`src/cascade_cfg.svh`:
```
`ifndef CASCADE_CFG_SVH
`define CASCADE_CFG_SVH

// ----------------------------------------------------------------
// Slice and register map
// ----------------------------------------------------------------
`define SLICE_W 18
`define SLICE_PAD 14
`define MAX_SLICES 8
`define OFS_CTRL 8'h00
`define OFS_CMD 8'h04
`define OFS_FLAGS 8'h08
`define OFS_IRQ_STATUS 8'h0C
`define OFS_IRQ_MASK 8'h10
`define DATA_BLOCK_W 3'h1
`define DATA_BLOCK_R 3'h2

// ----------------------------------------------------------------
// Field positions and reset values
// ----------------------------------------------------------------
`define CTRL_W 3
`define CTRL_RESET 3'h0
`define CMD_PUSH_BIT 0
`define CMD_POP_BIT 1
`define CMD_REPLAY_BIT 2
`define FLAGS_HALF_VALID_BIT 5
`define FLAGS_BUSY_BIT 6
`define IRQ_W 6
`define MASK_RESET 6'h00
`define EV_PUSH_DONE 0
`define EV_POP_DONE 1
`define EV_PUSH_REFUSED 2
`define EV_POP_REFUSED 3
`define EV_REPLAY_REFUSED 4
`define EV_EMPTY_REACHED 5

// ----------------------------------------------------------------
// Timing
// ----------------------------------------------------------------
`define CLK_PERIOD_NS 50
`define REPLAY_PULSE_NS 12
`define REPLAY_RECOVER_NS 12
`define REPLAY_PULSE_CYC ((`REPLAY_PULSE_NS + `CLK_PERIOD_NS - 1) / `CLK_PERIOD_NS)
`define REPLAY_RECOVER_CYC ((`REPLAY_RECOVER_NS + `CLK_PERIOD_NS - 1) / `CLK_PERIOD_NS)
`define HOLD_CNT_W 4

`endif

```
`src/cascade_pkg.sv`:
```
`include "cascade_cfg.svh"

package cascade_pkg;

    // Active-low flag set of one device, or the composite of all devices
    typedef struct packed {
        logic near_full_n;
        logic near_empty_n;
        logic half_n;
        logic full_n;
        logic empty_n;
    } dev_flags_s;

    // Software control word
    typedef struct packed {
        logic offset_load;
        logic out_enable;
        logic depth_mode;
    } ctrl_s;

    // Transfer sequencer
    typedef enum logic [2:0] {
        ST_IDLE = 3'b000,
        ST_WRITE = 3'b001,
        ST_READ = 3'b010,
        ST_CAPTURE = 3'b011,
        ST_REPLAY = 3'b100,
        ST_RECOVER = 3'b101
    } seq_state_e;

endpackage

```
`src/flag_combine.sv`:
```
`timescale 1ns/10ps
`default_nettype none

module flag_combine #(
    parameter int NUM_DEV = 3
) (
    input wire logic depth_mode_in,                                  // 1: chain, 0: side by side
    input wire cascade_pkg::dev_flags_s [NUM_DEV-1:0] dev_flags_in,  // Flags of every device
    output cascade_pkg::dev_flags_s comp_flags_out                   // Composite flags
);

    // ----------------------------------------------------------------
    // Merge
    // ----------------------------------------------------------------
    // Chain: OR of active-low flags; side by side: AND of them
    function automatic logic merge(input logic [NUM_DEV-1:0] v, input logic depth);
        return depth ? |v : &v;
    endfunction

    logic [NUM_DEV-1:0] empty_v;
    logic [NUM_DEV-1:0] full_v;
    logic [NUM_DEV-1:0] half_v;
    logic [NUM_DEV-1:0] near_empty_v;
    logic [NUM_DEV-1:0] near_full_v;

    // Gather one vector per flag; no device count limit here
    for (genvar i = 0; i < NUM_DEV; i++) begin : g_dev
        assign empty_v[i] = dev_flags_in[i].empty_n;
        assign full_v[i] = dev_flags_in[i].full_n;
        assign half_v[i] = dev_flags_in[i].half_n;
        assign near_empty_v[i] = dev_flags_in[i].near_empty_n;
        assign near_full_v[i] = dev_flags_in[i].near_full_n;
    end

    // side-by-side AND
    // chain OR
    assign comp_flags_out.empty_n = merge(empty_v, depth_mode_in);
    assign comp_flags_out.full_n = merge(full_v, depth_mode_in);
    assign comp_flags_out.near_empty_n = merge(near_empty_v, depth_mode_in);
    assign comp_flags_out.near_full_n = merge(near_full_v, depth_mode_in);
    // no half level
    // The pin carries the write token in a chain, so it reads inactive
    assign comp_flags_out.half_n = depth_mode_in ? 1'b1 : &half_v;

endmodule

`default_nettype wire

```
`src/irq_status.sv`:
```
`timescale 1ns/10ps
`default_nettype none

module irq_status #(
    parameter int W = 6
) (
    input wire logic sys_clk_in,            // Clock
    input wire logic sys_rst_in,            // Async reset, active high
    input wire logic [W-1:0] event_in,      // One-cycle event pulses
    input wire logic [W-1:0] clear_in,      // Bits reported by a status read
    input wire logic [W-1:0] mask_in,       // 1 enables the bit onto the line
    output logic [W-1:0] status_out,        // Sticky status
    output logic irq_out                    // Level interrupt
);

    // ----------------------------------------------------------------
    // Sticky bits
    // ----------------------------------------------------------------
    // Set wins over clear, so an event in the clearing cycle survives
    wire logic [W-1:0] next_status = (status_out & ~clear_in) | event_in;

    always_ff @(posedge sys_clk_in or posedge sys_rst_in) begin
        if (sys_rst_in) begin
            status_out <= '0;
            irq_out <= 1'b0;
        end else begin
            status_out <= next_status;
            irq_out <= |(next_status & mask_in);
        end
    end

endmodule

`default_nettype wire

```
`src/cascade_host.sv`:
```
// Added by the designer: the APB interface to the registers and the placing of the registers.
`timescale 1ns/10ps
`default_nettype none
`include "cascade_cfg.svh"

// What the document requires
// Word width is slices times 18 bits, one device per slice.
// In width mode all devices share one set of control lines.
// Width mode composite empty and full: AND of active-low flags.
// Lead device of a chain gets first load select low.
// All other chained devices get first load select high.
// Write token out of each device feeds write token in of next.
// Read token out of each device feeds read token in of next.
// One shared offset load line drives every device.
// Chained devices give no half level flag.
// Chain composite empty, full, near flags: OR of active-low flags.
// Chain near-empty and near-full composites are only approximate.
// Chain length is unlimited by logic, only by loading.
// Devices ignore replay requests while chained.
// Only the read token holder drives data when output enabled.
// Empty flag is active low and blocks reads; the code lets pops through while the offset load bit is set.
// Lead device holds both tokens after reset and passes them on.
// Devices without a token ignore the matching enable.
module cascade_host #(
    parameter int NUM_DEV = 3,
    parameter int SLICES = 2
) (
    input wire logic sys_clk_in,                                     // Clock, 20 MHz
    input wire logic sys_rst_in,                                     // Async reset, active high
    input wire logic psel_in,                                        // APB select
    input wire logic penable_in,                                     // APB enable
    input wire logic pwrite_in,                                      // APB direction
    input wire logic [7:0] paddr_in,                                 // APB byte address
    input wire logic [31:0] pwdata_in,                               // APB write data
    output logic [31:0] prdata_out,                                  // APB read data
    output logic pready_out,                                         // APB ready
    output logic pslverr_out,                                        // APB error
    output logic irq_out,                                            // Level interrupt
    output logic wr_en_n_out,                                        // Shared write enable
    output logic [SLICES*`SLICE_W-1:0] fifo_data_out,                // Write word
    output logic rd_en_n_out,                                        // Shared read enable
    output logic out_en_n_out,                                       // Shared output enable
    output logic offset_load_n_out,                                  // Shared offset load
    output logic replay_request_out,                                 // Shared replay
    output logic [NUM_DEV-1:0] first_load_select_out,                // Per-device lead strap
    input wire logic [SLICES*`SLICE_W-1:0] fifo_data_in,             // Read word
    input wire cascade_pkg::dev_flags_s [NUM_DEV-1:0] dev_flags_in   // Per-device flags
);

    localparam int WORD_W = SLICES * `SLICE_W;

    // ----------------------------------------------------------------
    // State
    // ----------------------------------------------------------------
    cascade_pkg::ctrl_s ctrl;
    cascade_pkg::seq_state_e state;
    cascade_pkg::seq_state_e next_state;
    cascade_pkg::dev_flags_s comp;
    logic [`IRQ_W-1:0] irq_mask;
    logic [`IRQ_W-1:0] irq_stat;
    logic [SLICES-1:0][`SLICE_W-1:0] wdata_hold;
    logic [SLICES-1:0][`SLICE_W-1:0] rdata_hold;
    logic [`HOLD_CNT_W-1:0] hold_cnt;
    logic empty_prev;

    // ----------------------------------------------------------------
    // APB decode
    // ----------------------------------------------------------------
    function automatic logic is_reg(input logic [7:0] a, input logic [7:0] ofs);
        return a == ofs;
    endfunction

    wire logic setup_phase = psel_in & ~penable_in;
    wire logic access_phase = psel_in & penable_in;
    wire logic bus_wr = access_phase & pwrite_in;
    wire logic bus_rd = access_phase & ~pwrite_in;
    wire logic hit_ctrl = is_reg(paddr_in, `OFS_CTRL);
    wire logic hit_cmd = is_reg(paddr_in, `OFS_CMD);
    wire logic hit_flags = is_reg(paddr_in, `OFS_FLAGS);
    wire logic hit_status = is_reg(paddr_in, `OFS_IRQ_STATUS);
    wire logic hit_mask = is_reg(paddr_in, `OFS_IRQ_MASK);
    wire logic [2:0] slice_idx = paddr_in[4:2];
    wire logic slice_ok = (int'(slice_idx) < SLICES) && (paddr_in[1:0] == 2'h0);
    wire logic hit_wdata = (paddr_in[7:5] == `DATA_BLOCK_W) && slice_ok;
    wire logic hit_rdata = (paddr_in[7:5] == `DATA_BLOCK_R) && slice_ok;
    wire logic hit_any = hit_ctrl | hit_cmd | hit_flags | hit_status | hit_mask | hit_wdata | hit_rdata;

    // Commands take effect at the access edge
    wire logic cmd_push = bus_wr & hit_cmd & pwdata_in[`CMD_PUSH_BIT];
    wire logic cmd_pop = bus_wr & hit_cmd & pwdata_in[`CMD_POP_BIT];
    wire logic cmd_replay = bus_wr & hit_cmd & pwdata_in[`CMD_REPLAY_BIT];
    wire logic idle = (state == cascade_pkg::ST_IDLE);

    // ----------------------------------------------------------------
    // Composite flags
    // ----------------------------------------------------------------
    flag_combine #(
        .NUM_DEV(NUM_DEV)
    ) u_flags (
        .depth_mode_in(ctrl.depth_mode),
        .dev_flags_in(dev_flags_in),
        .comp_flags_out(comp)
    );

    // empty blocks reads
    // Offset loading bypasses the gating
    wire logic empty_blocked = ~comp.empty_n & ~ctrl.offset_load;
    wire logic full_blocked = ~comp.full_n & ~ctrl.offset_load;

    // ----------------------------------------------------------------
    // Read mux
    // ----------------------------------------------------------------
    // near flags approximate
    // Near flags are composites, not exact levels
    wire logic [31:0] flags_word = {25'h0, ~idle, ~ctrl.depth_mode, comp};
    wire logic [31:0] rdata_word = {`SLICE_PAD'h0, rdata_hold[slice_idx]};
    wire logic [31:0] wdata_word = {`SLICE_PAD'h0, wdata_hold[slice_idx]};
    wire logic [31:0] read_value =
        hit_ctrl ? {29'h0, ctrl} :
        hit_flags ? flags_word :
        hit_status ? {26'h0, irq_stat} :
        hit_mask ? {26'h0, irq_mask} :
        hit_rdata ? rdata_word :
        hit_wdata ? wdata_word : 32'h0;

    // Zero wait states: the read word is latched in the setup cycle
    assign pready_out = 1'b1;
    assign pslverr_out = access_phase & ~hit_any;

    // Clear only the bits the read returned
    wire logic [`IRQ_W-1:0] irq_clear = (bus_rd & hit_status) ? prdata_out[`IRQ_W-1:0] : `IRQ_W'h0;

    // ----------------------------------------------------------------
    // Register writes
    // ----------------------------------------------------------------
    // Control and mask registers
    always_ff @(posedge sys_clk_in or posedge sys_rst_in) begin
        if (sys_rst_in) begin
            ctrl <= `CTRL_RESET;
            irq_mask <= `MASK_RESET;
            prdata_out <= 32'h0;
        end else begin
            if (bus_wr & hit_ctrl) begin
                ctrl <= pwdata_in[`CTRL_W-1:0];
            end
            if (bus_wr & hit_mask) begin
                irq_mask <= pwdata_in[`IRQ_W-1:0];
            end
            if (setup_phase) begin
                prdata_out <= read_value;
            end
        end
    end

    // one slice each
    // One register per slice, filled before a push
    for (genvar s = 0; s < SLICES; s++) begin : g_slice
        wire logic slice_wr = bus_wr & hit_wdata & (int'(slice_idx) == s);

        always_ff @(posedge sys_clk_in or posedge sys_rst_in) begin
            if (sys_rst_in) begin
                wdata_hold[s] <= `SLICE_W'h0;
                rdata_hold[s] <= `SLICE_W'h0;
            end else begin
                if (slice_wr) begin
                    wdata_hold[s] <= pwdata_in[`SLICE_W-1:0];
                end
                if (state == cascade_pkg::ST_CAPTURE) begin
                    rdata_hold[s] <= fifo_data_in[s*`SLICE_W +: `SLICE_W];
                end
            end
        end
    end

    // ----------------------------------------------------------------
    // Sequencer
    // ----------------------------------------------------------------
    // Push wins over pop, pop over replay; commands while busy are dropped
    always_comb begin
        next_state = state;
        case (state)
            cascade_pkg::ST_IDLE: begin
                if (cmd_push) begin
                    next_state = full_blocked ? cascade_pkg::ST_IDLE : cascade_pkg::ST_WRITE;
                end else if (cmd_pop) begin
                    next_state = empty_blocked ? cascade_pkg::ST_IDLE : cascade_pkg::ST_READ;
                end else if (cmd_replay) begin
                    // no replay chained
                    next_state = ctrl.depth_mode ? cascade_pkg::ST_IDLE : cascade_pkg::ST_REPLAY;
                end
            end
            cascade_pkg::ST_WRITE: begin
                next_state = cascade_pkg::ST_IDLE;
            end
            cascade_pkg::ST_READ: begin
                next_state = cascade_pkg::ST_CAPTURE;
            end
            cascade_pkg::ST_CAPTURE: begin
                next_state = cascade_pkg::ST_IDLE;
            end
            cascade_pkg::ST_REPLAY: begin
                next_state = (hold_cnt == `HOLD_CNT_W'h0) ? cascade_pkg::ST_RECOVER : cascade_pkg::ST_REPLAY;
            end
            cascade_pkg::ST_RECOVER: begin
                next_state = (hold_cnt == `HOLD_CNT_W'h0) ? cascade_pkg::ST_IDLE : cascade_pkg::ST_RECOVER;
            end
            default: begin
                next_state = cascade_pkg::ST_IDLE;
            end
        endcase
    end

    // State and replay pulse or recovery counter
    always_ff @(posedge sys_clk_in or posedge sys_rst_in) begin
        if (sys_rst_in) begin
            state <= cascade_pkg::ST_IDLE;
            hold_cnt <= `HOLD_CNT_W'h0;
            empty_prev <= 1'b0;
        end else begin
            state <= next_state;
            empty_prev <= comp.empty_n;
            if (state != next_state) begin
                hold_cnt <= (next_state == cascade_pkg::ST_REPLAY) ?
                    `HOLD_CNT_W'(`REPLAY_PULSE_CYC - 1) : `HOLD_CNT_W'(`REPLAY_RECOVER_CYC - 1);
            end else if (hold_cnt != `HOLD_CNT_W'h0) begin
                hold_cnt <= hold_cnt - `HOLD_CNT_W'h1;
            end
        end
    end

    // ----------------------------------------------------------------
    // Events and interrupt
    // ----------------------------------------------------------------
    logic [`IRQ_W-1:0] events;
    assign events[`EV_PUSH_DONE] = (state == cascade_pkg::ST_WRITE);
    assign events[`EV_POP_DONE] = (state == cascade_pkg::ST_CAPTURE);
    assign events[`EV_PUSH_REFUSED] = idle & cmd_push & full_blocked;
    assign events[`EV_POP_REFUSED] = idle & ~cmd_push & cmd_pop & empty_blocked;
    assign events[`EV_REPLAY_REFUSED] = idle & ~cmd_push & ~cmd_pop & cmd_replay & ctrl.depth_mode;
    assign events[`EV_EMPTY_REACHED] = empty_prev & ~comp.empty_n;

    irq_status #(
        .W(`IRQ_W)
    ) u_irq (
        .sys_clk_in(sys_clk_in),
        .sys_rst_in(sys_rst_in),
        .event_in(events),
        .clear_in(irq_clear),
        .mask_in(irq_mask),
        .status_out(irq_stat),
        .irq_out(irq_out)
    );

    // ----------------------------------------------------------------
    // Device pins
    // ----------------------------------------------------------------
    // common controls
    // unlimited chain
    // One set of strobes fans out to every device; the board bounds the fan-out
    // write token ring
    // read token ring
    // lead holds tokens
    // token gates enables
    // Tokens ride board wiring; the shared enables rely on only the holder acting
    always_ff @(posedge sys_clk_in or posedge sys_rst_in) begin
        if (sys_rst_in) begin
            wr_en_n_out <= 1'b1;
            rd_en_n_out <= 1'b1;
            out_en_n_out <= 1'b1;
            offset_load_n_out <= 1'b1;
            replay_request_out <= 1'b0;
            fifo_data_out <= '0;
        end else begin
            wr_en_n_out <= (next_state != cascade_pkg::ST_WRITE);
            rd_en_n_out <= (next_state != cascade_pkg::ST_READ);
            // holder drives data
            // Open output enable for the read; only the holder answers
            out_en_n_out <= ~(ctrl.out_enable | (next_state == cascade_pkg::ST_READ) |
                (next_state == cascade_pkg::ST_CAPTURE));
            // shared offset load
            offset_load_n_out <= ~ctrl.offset_load;
            replay_request_out <= (next_state == cascade_pkg::ST_REPLAY);
            if (idle && next_state == cascade_pkg::ST_WRITE) begin
                fifo_data_out <= WORD_W'(wdata_hold);
            end
        end
    end

    // lead strap low
    // others strap high
    for (genvar d = 0; d < NUM_DEV; d++) begin : g_strap
        always_ff @(posedge sys_clk_in or posedge sys_rst_in) begin
            if (sys_rst_in) begin
                first_load_select_out[d] <= 1'b0;
            end else begin
                first_load_select_out[d] <= ctrl.depth_mode & (d != 0);
            end
        end
    end

endmodule

`default_nettype wire

```
`config.mk`:
```
export PLATFORM = sky130hd
export DESIGN_NAME = cascade_host
export DESIGN_NICKNAME = d
export VERILOG_FILES = /design/src/cascade_pkg.sv /design/src/flag_combine.sv /design/src/irq_status.sv /design/src/cascade_host.sv
export VERILOG_INCLUDE_DIRS = /design/src
export SDC_FILE = /design/constraint.sdc
export NUM_CORES = 1
export LEC_CHECK = 0
export BUFFER_PORTS_ARGS = -buffer_cell sky130_fd_sc_hd__buf_2
export CAP_MARGIN = 25
export CORE_UTILIZATION = 49
export CTS_BUF_LIST = sky130_fd_sc_hd__clkbuf_4 sky130_fd_sc_hd__clkbuf_8
export DETAILED_ROUTE_END_ITERATION = 12
export PLACE_DENSITY = 0.7
export SKIP_LAST_GASP = 1
export SLEW_MARGIN = 5
export SYNTH_ARGS = -nofsm -noshare
export SYNTH_HDL_FRONTEND = slang
export SYNTH_SLANG_ARGS = --single-unit
```
`constraint.sdc`:
```
create_clock -name sys_clk_in -period 6.1 [get_ports sys_clk_in]
set_input_delay 1.22 -clock sys_clk_in [delete_from_list [all_inputs] [get_ports sys_clk_in]]
set_output_delay 1.22 -clock sys_clk_in [all_outputs]
set_load 0.05 [all_outputs]
```
==> results of run 1 <==
[cell type report]
| type | instances | area, µm² | share of cell area |
|---|---|---|---|
| well taps | 184 | 230 | 0.0271 |
| flip-flops and latches | 156 | 3910 | 0.460 |
| multi-input cells | 444 | 3130 | 0.368 |
| repair buffers | 154 | 813 | 0.0958 |
| inverters | 13 | 53.8 | 0.00633 |
| clock buffers | 20 | 263 | 0.0309 |
| clock inverters | 11 | 96.3 | 0.0113 |
[cell usage after synthesis (all sizes together), types with 3 or more instances]
cell / n
dfrtp: 152
nand2b: 6
and3: 5
nand4: 5
a22oi: 5
nand3: 3
mux2: 82
nand2: 131
mux2i: 36
nor3: 5
a22o: 14
or3: 5
o31ai: 3
o21ai: 13
nor3b: 5
a21oi: 15
nor4: 9
nor2b: 4
buf: 29
a21o: 4
inv: 13
clkbuf: 25
a31oi: 6
a41oi: 4
nor2: 21
dfstp: 4
o22ai: 16
[worst max-delay path: stages]
cell and delay [ps]:
buf_2 120, or4_4 540, or3_1 710, nand2_1 160, nor4_1 70, buf_2 230
[stage by stage]
step / cell area [µm²] / hold WS, ps
after global placement: 8090 / 421
after CTS: 8450 / 438
after floorplan: 7370 / 375
final: 8490 / 443
after global routing: 8490 / 470
after detailed placement: 8090 / 423
[flip-flops by register name, indices dropped and copies added, names as in the netlist, 3 cells and up]
name,flops
irq_mask,6
hold_cnt,4
fifo_data_out,36
ctrl,3
rdata_hold,36
wdata_hold,36
u_irq.status_out,6
state,3
prdata_out,18
[how the worst max path moves through the flow]
| stage | start | to | slack (ps) | cells past startpoint |
|---|---|---|---|---|
| after global placement | paddr_in[1] | pslverr_out | 1860 | 6 |
| after global routing | paddr_in[1] | pslverr_out | 1750 | 6 |
| final | paddr_in[1] | pslverr_out | 1820 | 6 |
| after floorplan | sys_rst_in | ctrl[0]$_DFFE_PP0P_ | 680 | 1 |
| after detailed placement | paddr_in[1] | pslverr_out | 1840 | 6 |
| after CTS | paddr_in[1] | pslverr_out | 1840 | 6 |
[where the power goes]
part | internal [µW] | switching [µW] | total, µW
Combinational | 48.8 | 111 | 160
Sequential | 1040 | 10.6 | 1050
Clock | 338 | 375 | 713
[routing by layer]
| layer | global-route usage | part of all wire |
|---|---|---|
| met5 | 0 | 0 |
| met4 | 0.0801 | 0.023 |
| met3 | 0.0711 | 0.081 |
| met2 | 0.384 | 0.47 |
| met1 | 0.325 | 0.42 |
[cell families after synthesis]
family / count (synthesis) / synth area share
buf+inv: 67 / 0.0467
fa+ha+maj: 1 / 0.00171
simple gates: 213 / 0.139
flops: 156 / 0.534
mux: 118 / 0.186
xor+xnor: 1 / 0.00120
compound gates: 95 / 0.0901
other cells: 2 / 0.00103
==> run summary, run 1 <==
Core Area: 14500 µm²
Total Neg Setup Slack: 0 ps
Largest cells by area after synthesis: dfrtp_1 52%, mux2_2 9.1%, nand2_1 6.6%, mux2i_1 4.9%, mux2_4 4.1%
Setup clock skew after layout: 11.9 ps
Power Total: 1930 µW
Syn Inst Count: 653
HPWL after detailed placement: 12900 µm
Setup repair after global routing missed its margin: no
CTS Buf Count: 17
Horizontal die dimension: 124 µm
Number of flops mapped to enable cells by yosys: 0
Shortest period the worst path allows: 4280 ps
Leading cell types in the layout, fill and taps excluded: 152 x dfrtp_1, 145 x buf_2, 129 x nand2_1
Register-to-Register Path Depth: 5
Post-synth top area cell: dfrtp_1
Async set-reset flop share out of synthesis: 1.00
Clock sink total: 156
Final Slew Violations: 0
Maximum number of pins on one net before global-route repair: 116
Static Leak: 0.00450 µW
Count of pins on the block boundary: 175
Relative max-transition margin: 0.373
Vertical die dimension: 124 µm
Kind of path behind the tightest hold check: reg -> reg
Number of max-capacitance violations reported: 0
Status: finished, final reports clean
DRC Markers: 0
Clk root buf: clkbuf_8
Overflow after GRT: 0
Ratio of cells with drive above 1 in the final layout: 0.351
Global Route Usage Sum: 0.245
Clock-pin slew on the worst setup and hold paths: 80 ps
Number of placement rows: 44
Endpoint of the most critical register-to-register path: u_irq.irq_out$_DFF_PP0_
Post-route worst setup slack: 1820 ps
Type of element launching the critical path: primary input
Area share of the largest cell type after synthesis: 0.520
Most common cell after layout, fill and taps aside: dfrtp_1
Path type of the worst setup path: in -> out
Hold-fix buffers at CTS: 0
Worst-case vdd ir drop: 0.133 mV
Wire length of the first global-routing pass: 29200 µm
Max Freq: 0.234 GHz
Worst path required time: 4880 ps
Netlist area before placement: 7320 µm²
Routed wirelength normalized by instance count: 18.7 µm
Initial antenna violation count: 0
Period utilisation layout: 0.701
Avg Inst Size Synth: 11.2 µm²
Clock latency at the later pin of the worst-skew pair: 450 ps
Dominant synthesized flop cell: dfrtp_1
Post-CTS setup buffers: 0
Util after Layout: 0.584
TritonCTS clock tree: yes
Max Buffers Root-to-Sink: 2
Final Instance Count excl. Fillers: 982
Nets: 883
Number of fill cells in the layout: 1220
Via density per instance: 5.62
Area of the die: 15400 µm²
Antenna-violating nets left: 0
Detailed-route wire length: 18400 µm
Number of global-route vias before repair: 5458
Number of buffers inserted by port buffering: 144
Number of distinct library cell variants in the gate-level netlist after synthesis: 60
Routability-driven placement congestion ratio: 0.922
Post-synthesis to final-layout area growth: 16.1%
End of the worst hold path: out_en_n_out$_DFF_PP1_
Critical path data arrival time: 3060 ps
Transition at the pin with the smallest max-transition slack: 941 ps
Synth Register Bits: 156
Power density over the cells: 227 nW/µm²
Final setup violation count: 0
Vias post-DR: 5518
Antenna fix cells: 0
Number of design-rule violations left by the first detailed-router iteration: 325
Post-CTS resize count: 0
Number of search-and-repair iterations in the first detailed-routing pass: 5
Number of warnings reported in the yosys synthesis log: 0
Critical path capture point type: output pin
Part of the Yosys area used for sequential elements: 0.534
Worst R2R Start: state[0]$_DFF_PP0_
Number of H-tree levels: 4
Hold Path Depth: 1
Count of final hold-check violations: 0
Cell total after placement: 948
Worst min-delay path startpoint: ctrl[1]$_DFFE_PP0P_
Register-to-register path setup slack: 3660 ps
Starting Density: 0.503
Post-placement worst setup slack: 1840 ps
Maximum fanout along the worst path: 17
(Power assumes the default switching activity.)
==> run 2, diff against run 1 <==
==> constraint.sdc (replaced) <==
create_clock -name sys_clk_in -period 4.15 [get_ports sys_clk_in]
set_input_delay 0.83 -clock sys_clk_in [delete_from_list [all_inputs] [get_ports sys_clk_in]]
set_output_delay 0.83 -clock sys_clk_in [all_outputs]
set_load 0.05 [all_outputs]
==> run 2 against run 1 <==
Against the previous run:
- non-clock buffer count increased by 3
- worst hold slack improved by 3.8 ps
- largest cell class unchanged
- largest power group unchanged
- critical endpoint unchanged
- global-route usage rose by 0.32 points
==> run summary, run 2 (synthesis results as in run 1) <==
Max Buffers Root-to-Sink: 2 (unchanged)
Number of global-route vias before repair: 5584 (was 5458)
Clock latency at the later pin of the worst-skew pair: 450 ps (about the same)
Overflow after GRT: 0 (unchanged)
Transition at the pin with the smallest max-transition slack: 959 ps (was 941 ps)
Vertical die dimension: 124 µm (unchanged)
Kind of path behind the tightest hold check: reg -> reg (unchanged)
Power Total: 2920 µW (was 1930 µW)
Sequential fraction of design power: 0.529 (was 0.547)
TritonCTS clock tree: yes (unchanged)
Total internal power: 2180 µW (was 1430 µW)
Maximum fanout along the worst path: 16 (was 17)
Via density per instance: 5.63 (was 5.62)
Power density over the cells: 341 nW/µm² (was 227 nW/µm²)
Count of final hold-check violations: 0 (unchanged)
Starting Density: 0.503 (unchanged)
Hold-fix buffers at CTS: 0 (unchanged)
Worst R2R Start: state[0]$_DFF_PP0_ (unchanged)
Routed wirelength normalized by instance count: 18.8 µm (was 18.7 µm)
Initial antenna violation count: 0 (unchanged)
Clock power share: 0.390 (was 0.370)
Registers with the highest flip-flop counts: fifo_data_out (36), rdata_hold (36), wdata_hold (36) (unchanged)
Nets: 886 (was 883)
Worst path required time: 3320 ps (was 4880 ps)
DRC Markers: 0 (unchanged)
Shortest period the worst path allows: 3410 ps
Number of placement rows: 44 (unchanged)
Part of the power in combinational logic: 0.081 (was 0.083)
Path type of the worst setup path: in -> out (unchanged)
Switching power of the nets: 742 µW (was 497 µW)
Detailed-route wire length: 18500 µm (was 18400 µm)
Critical path capture point type: output pin (unchanged)
Global Route Usage Sum: 0.248 (was 0.245)
Register-to-register path setup slack: 1700 ps (was 3660 ps)
Area of the die: 15400 µm² (unchanged)
HPWL after detailed placement: 13000 µm (was 12900 µm)
Post-CTS setup buffers: 0 (unchanged)
Number of design-rule violations left by the first detailed-router iteration: 273 (was 325)
Final Slew Violations: 0 (unchanged)
Critical path data arrival time: 2580 ps (was 3060 ps)
Number of fill cells in the layout: 1286 (was 1220)
Post-CTS resize count: 0 (unchanged)
Util after Layout: 0.589 (was 0.584)
Relative max-transition margin: 0.360 (was 0.373)
Number of max-capacitance violations reported: 0 (unchanged)
Ratio of cells with drive above 1 in the final layout: 0.355 (was 0.351)
Source of the critical timing path: paddr_in[1] (unchanged)
CTS Buf Count: 17 (unchanged)
Setup clock skew after layout: 9.05 ps (was 11.9 ps)
Number of buffers inserted by port buffering: 144 (unchanged)
Wire length of the first global-routing pass: 29800 µm (was 29200 µm)
Final setup violation count: 0 (unchanged)
Worst-case vdd ir drop: 0.219 mV (was 0.133 mV)
Antenna-violating nets left: 0 (unchanged)
Routability-driven placement congestion ratio: 0.922 (about the same)
Number of search-and-repair iterations in the first detailed-routing pass: 4 (was 5)
Total Neg Setup Slack: 0 ps (unchanged)
Most common cell after layout, fill and taps aside: dfrtp_1 (unchanged)
Vias post-DR: 5548 (was 5518)
Clk root buf: clkbuf_8 (unchanged)
Leading cell types in the layout, fill and taps excluded: 152 x dfrtp_1, 144 x buf_2, 129 x nand2_1 (was 152 x dfrtp_1, 145 x buf_2, 129 x nand2_1)
Setup repair after global routing missed its margin: no (unchanged)
Core Area: 14500 µm² (unchanged)
Max Freq: 0.293 GHz
Antenna fix cells: 0 (unchanged)
Design Area, Final: 8560 µm² (was 8490 µm²)
Type of element launching the critical path: primary input (unchanged)
Status: finished, final reports clean (unchanged)
Worst min-delay path startpoint: ctrl[1]$_DFFE_PP0P_ (unchanged)
Switching Fraction: 0.254 (was 0.258)
Period utilisation layout: 0.822
Cell Area, Placed: 8150 µm² (was 8090 µm²)
Number of H-tree levels: 4 (unchanged)
Clock-pin slew on the worst setup and hold paths: 80 ps (about the same)
Clock sink total: 156 (unchanged)
Maximum number of pins on one net before global-route repair: 157 (was 116)
Static Leak: 0.00453 µW (was 0.00450 µW)
Count of pins on the block boundary: 175 (unchanged)
Post-synthesis to final-layout area growth: 17.0% (was 16.1%)
Fin Hold WS: 447 ps (was 443 ps)
Horizontal die dimension: 124 µm (unchanged)
==> run 2: metrics by stage <==
| step | instances | worst slack [ps] |
|---|---|---|
| floorplan | 667 | 223 |
| global placement | 952 | 763 |
| detailed placement | 953 | 743 |
| CTS | 984 | 748 |
| global route | 985 | 659 |
| finish | 985 | 740 |
==> run 2: path summary, 6_finish.rpt <==
path                            cells past startpoint                             to
worst min-delay path                                1         out_en_n_out$_DFF_PP1_
max in group asynchronous                           3     rdata_hold[20]$_DFFE_PP0P_
worst min register to register                      1         out_en_n_out$_DFF_PP1_
min in group asynchronous                           3  fifo_data_out[32]$_DFFE_PP0P_
worst max-delay path                                6                    pslverr_out
worst max register to register                      5        u_irq.irq_out$_DFF_PP0_
==> run 2: critical path, cell delays in order <==
cell     delay, ps
buf_2          120
or4_4          540
or3_1          640
nand2_1        160
nor4_1          60
buf_2          220
==> run 2: area by class of cell <==
class | count | area, µm² | share of cell area
Sequential cell | 156 | 3910 | 0.457
Multi-Input combinational cell | 444 | 3130 | 0.366
Inverter | 13 | 52.6 | 0.00614
Timing Repair Buffer | 157 | 838 | 0.0980
Clock buffer | 20 | 275 | 0.0322
Tap cell | 184 | 230 | 0.0269
Clock inverter | 11 | 119 | 0.0139
==> run 2: power by group through the flow <==
stage	clock, µW	sequential (µW)	combinational (µW)
final	1140	1550	236
after global routing	1230	1550	258
after CTS	1160	1550	237
after detailed placement	0	1580	237
after global placement	0	1580	233
after floorplan	0	1590	143
==> run 2: routing by layer <==
layer  up-vias  wire length, µm  track usage  part of all wire
met3        37             1110       0.0595             0.060
met1      2785             8090        0.325              0.44
met2       188             8820        0.391              0.48
met4         0              527        0.107             0.028
li1       2538                -            -                 -
met5         -                0            0                 0
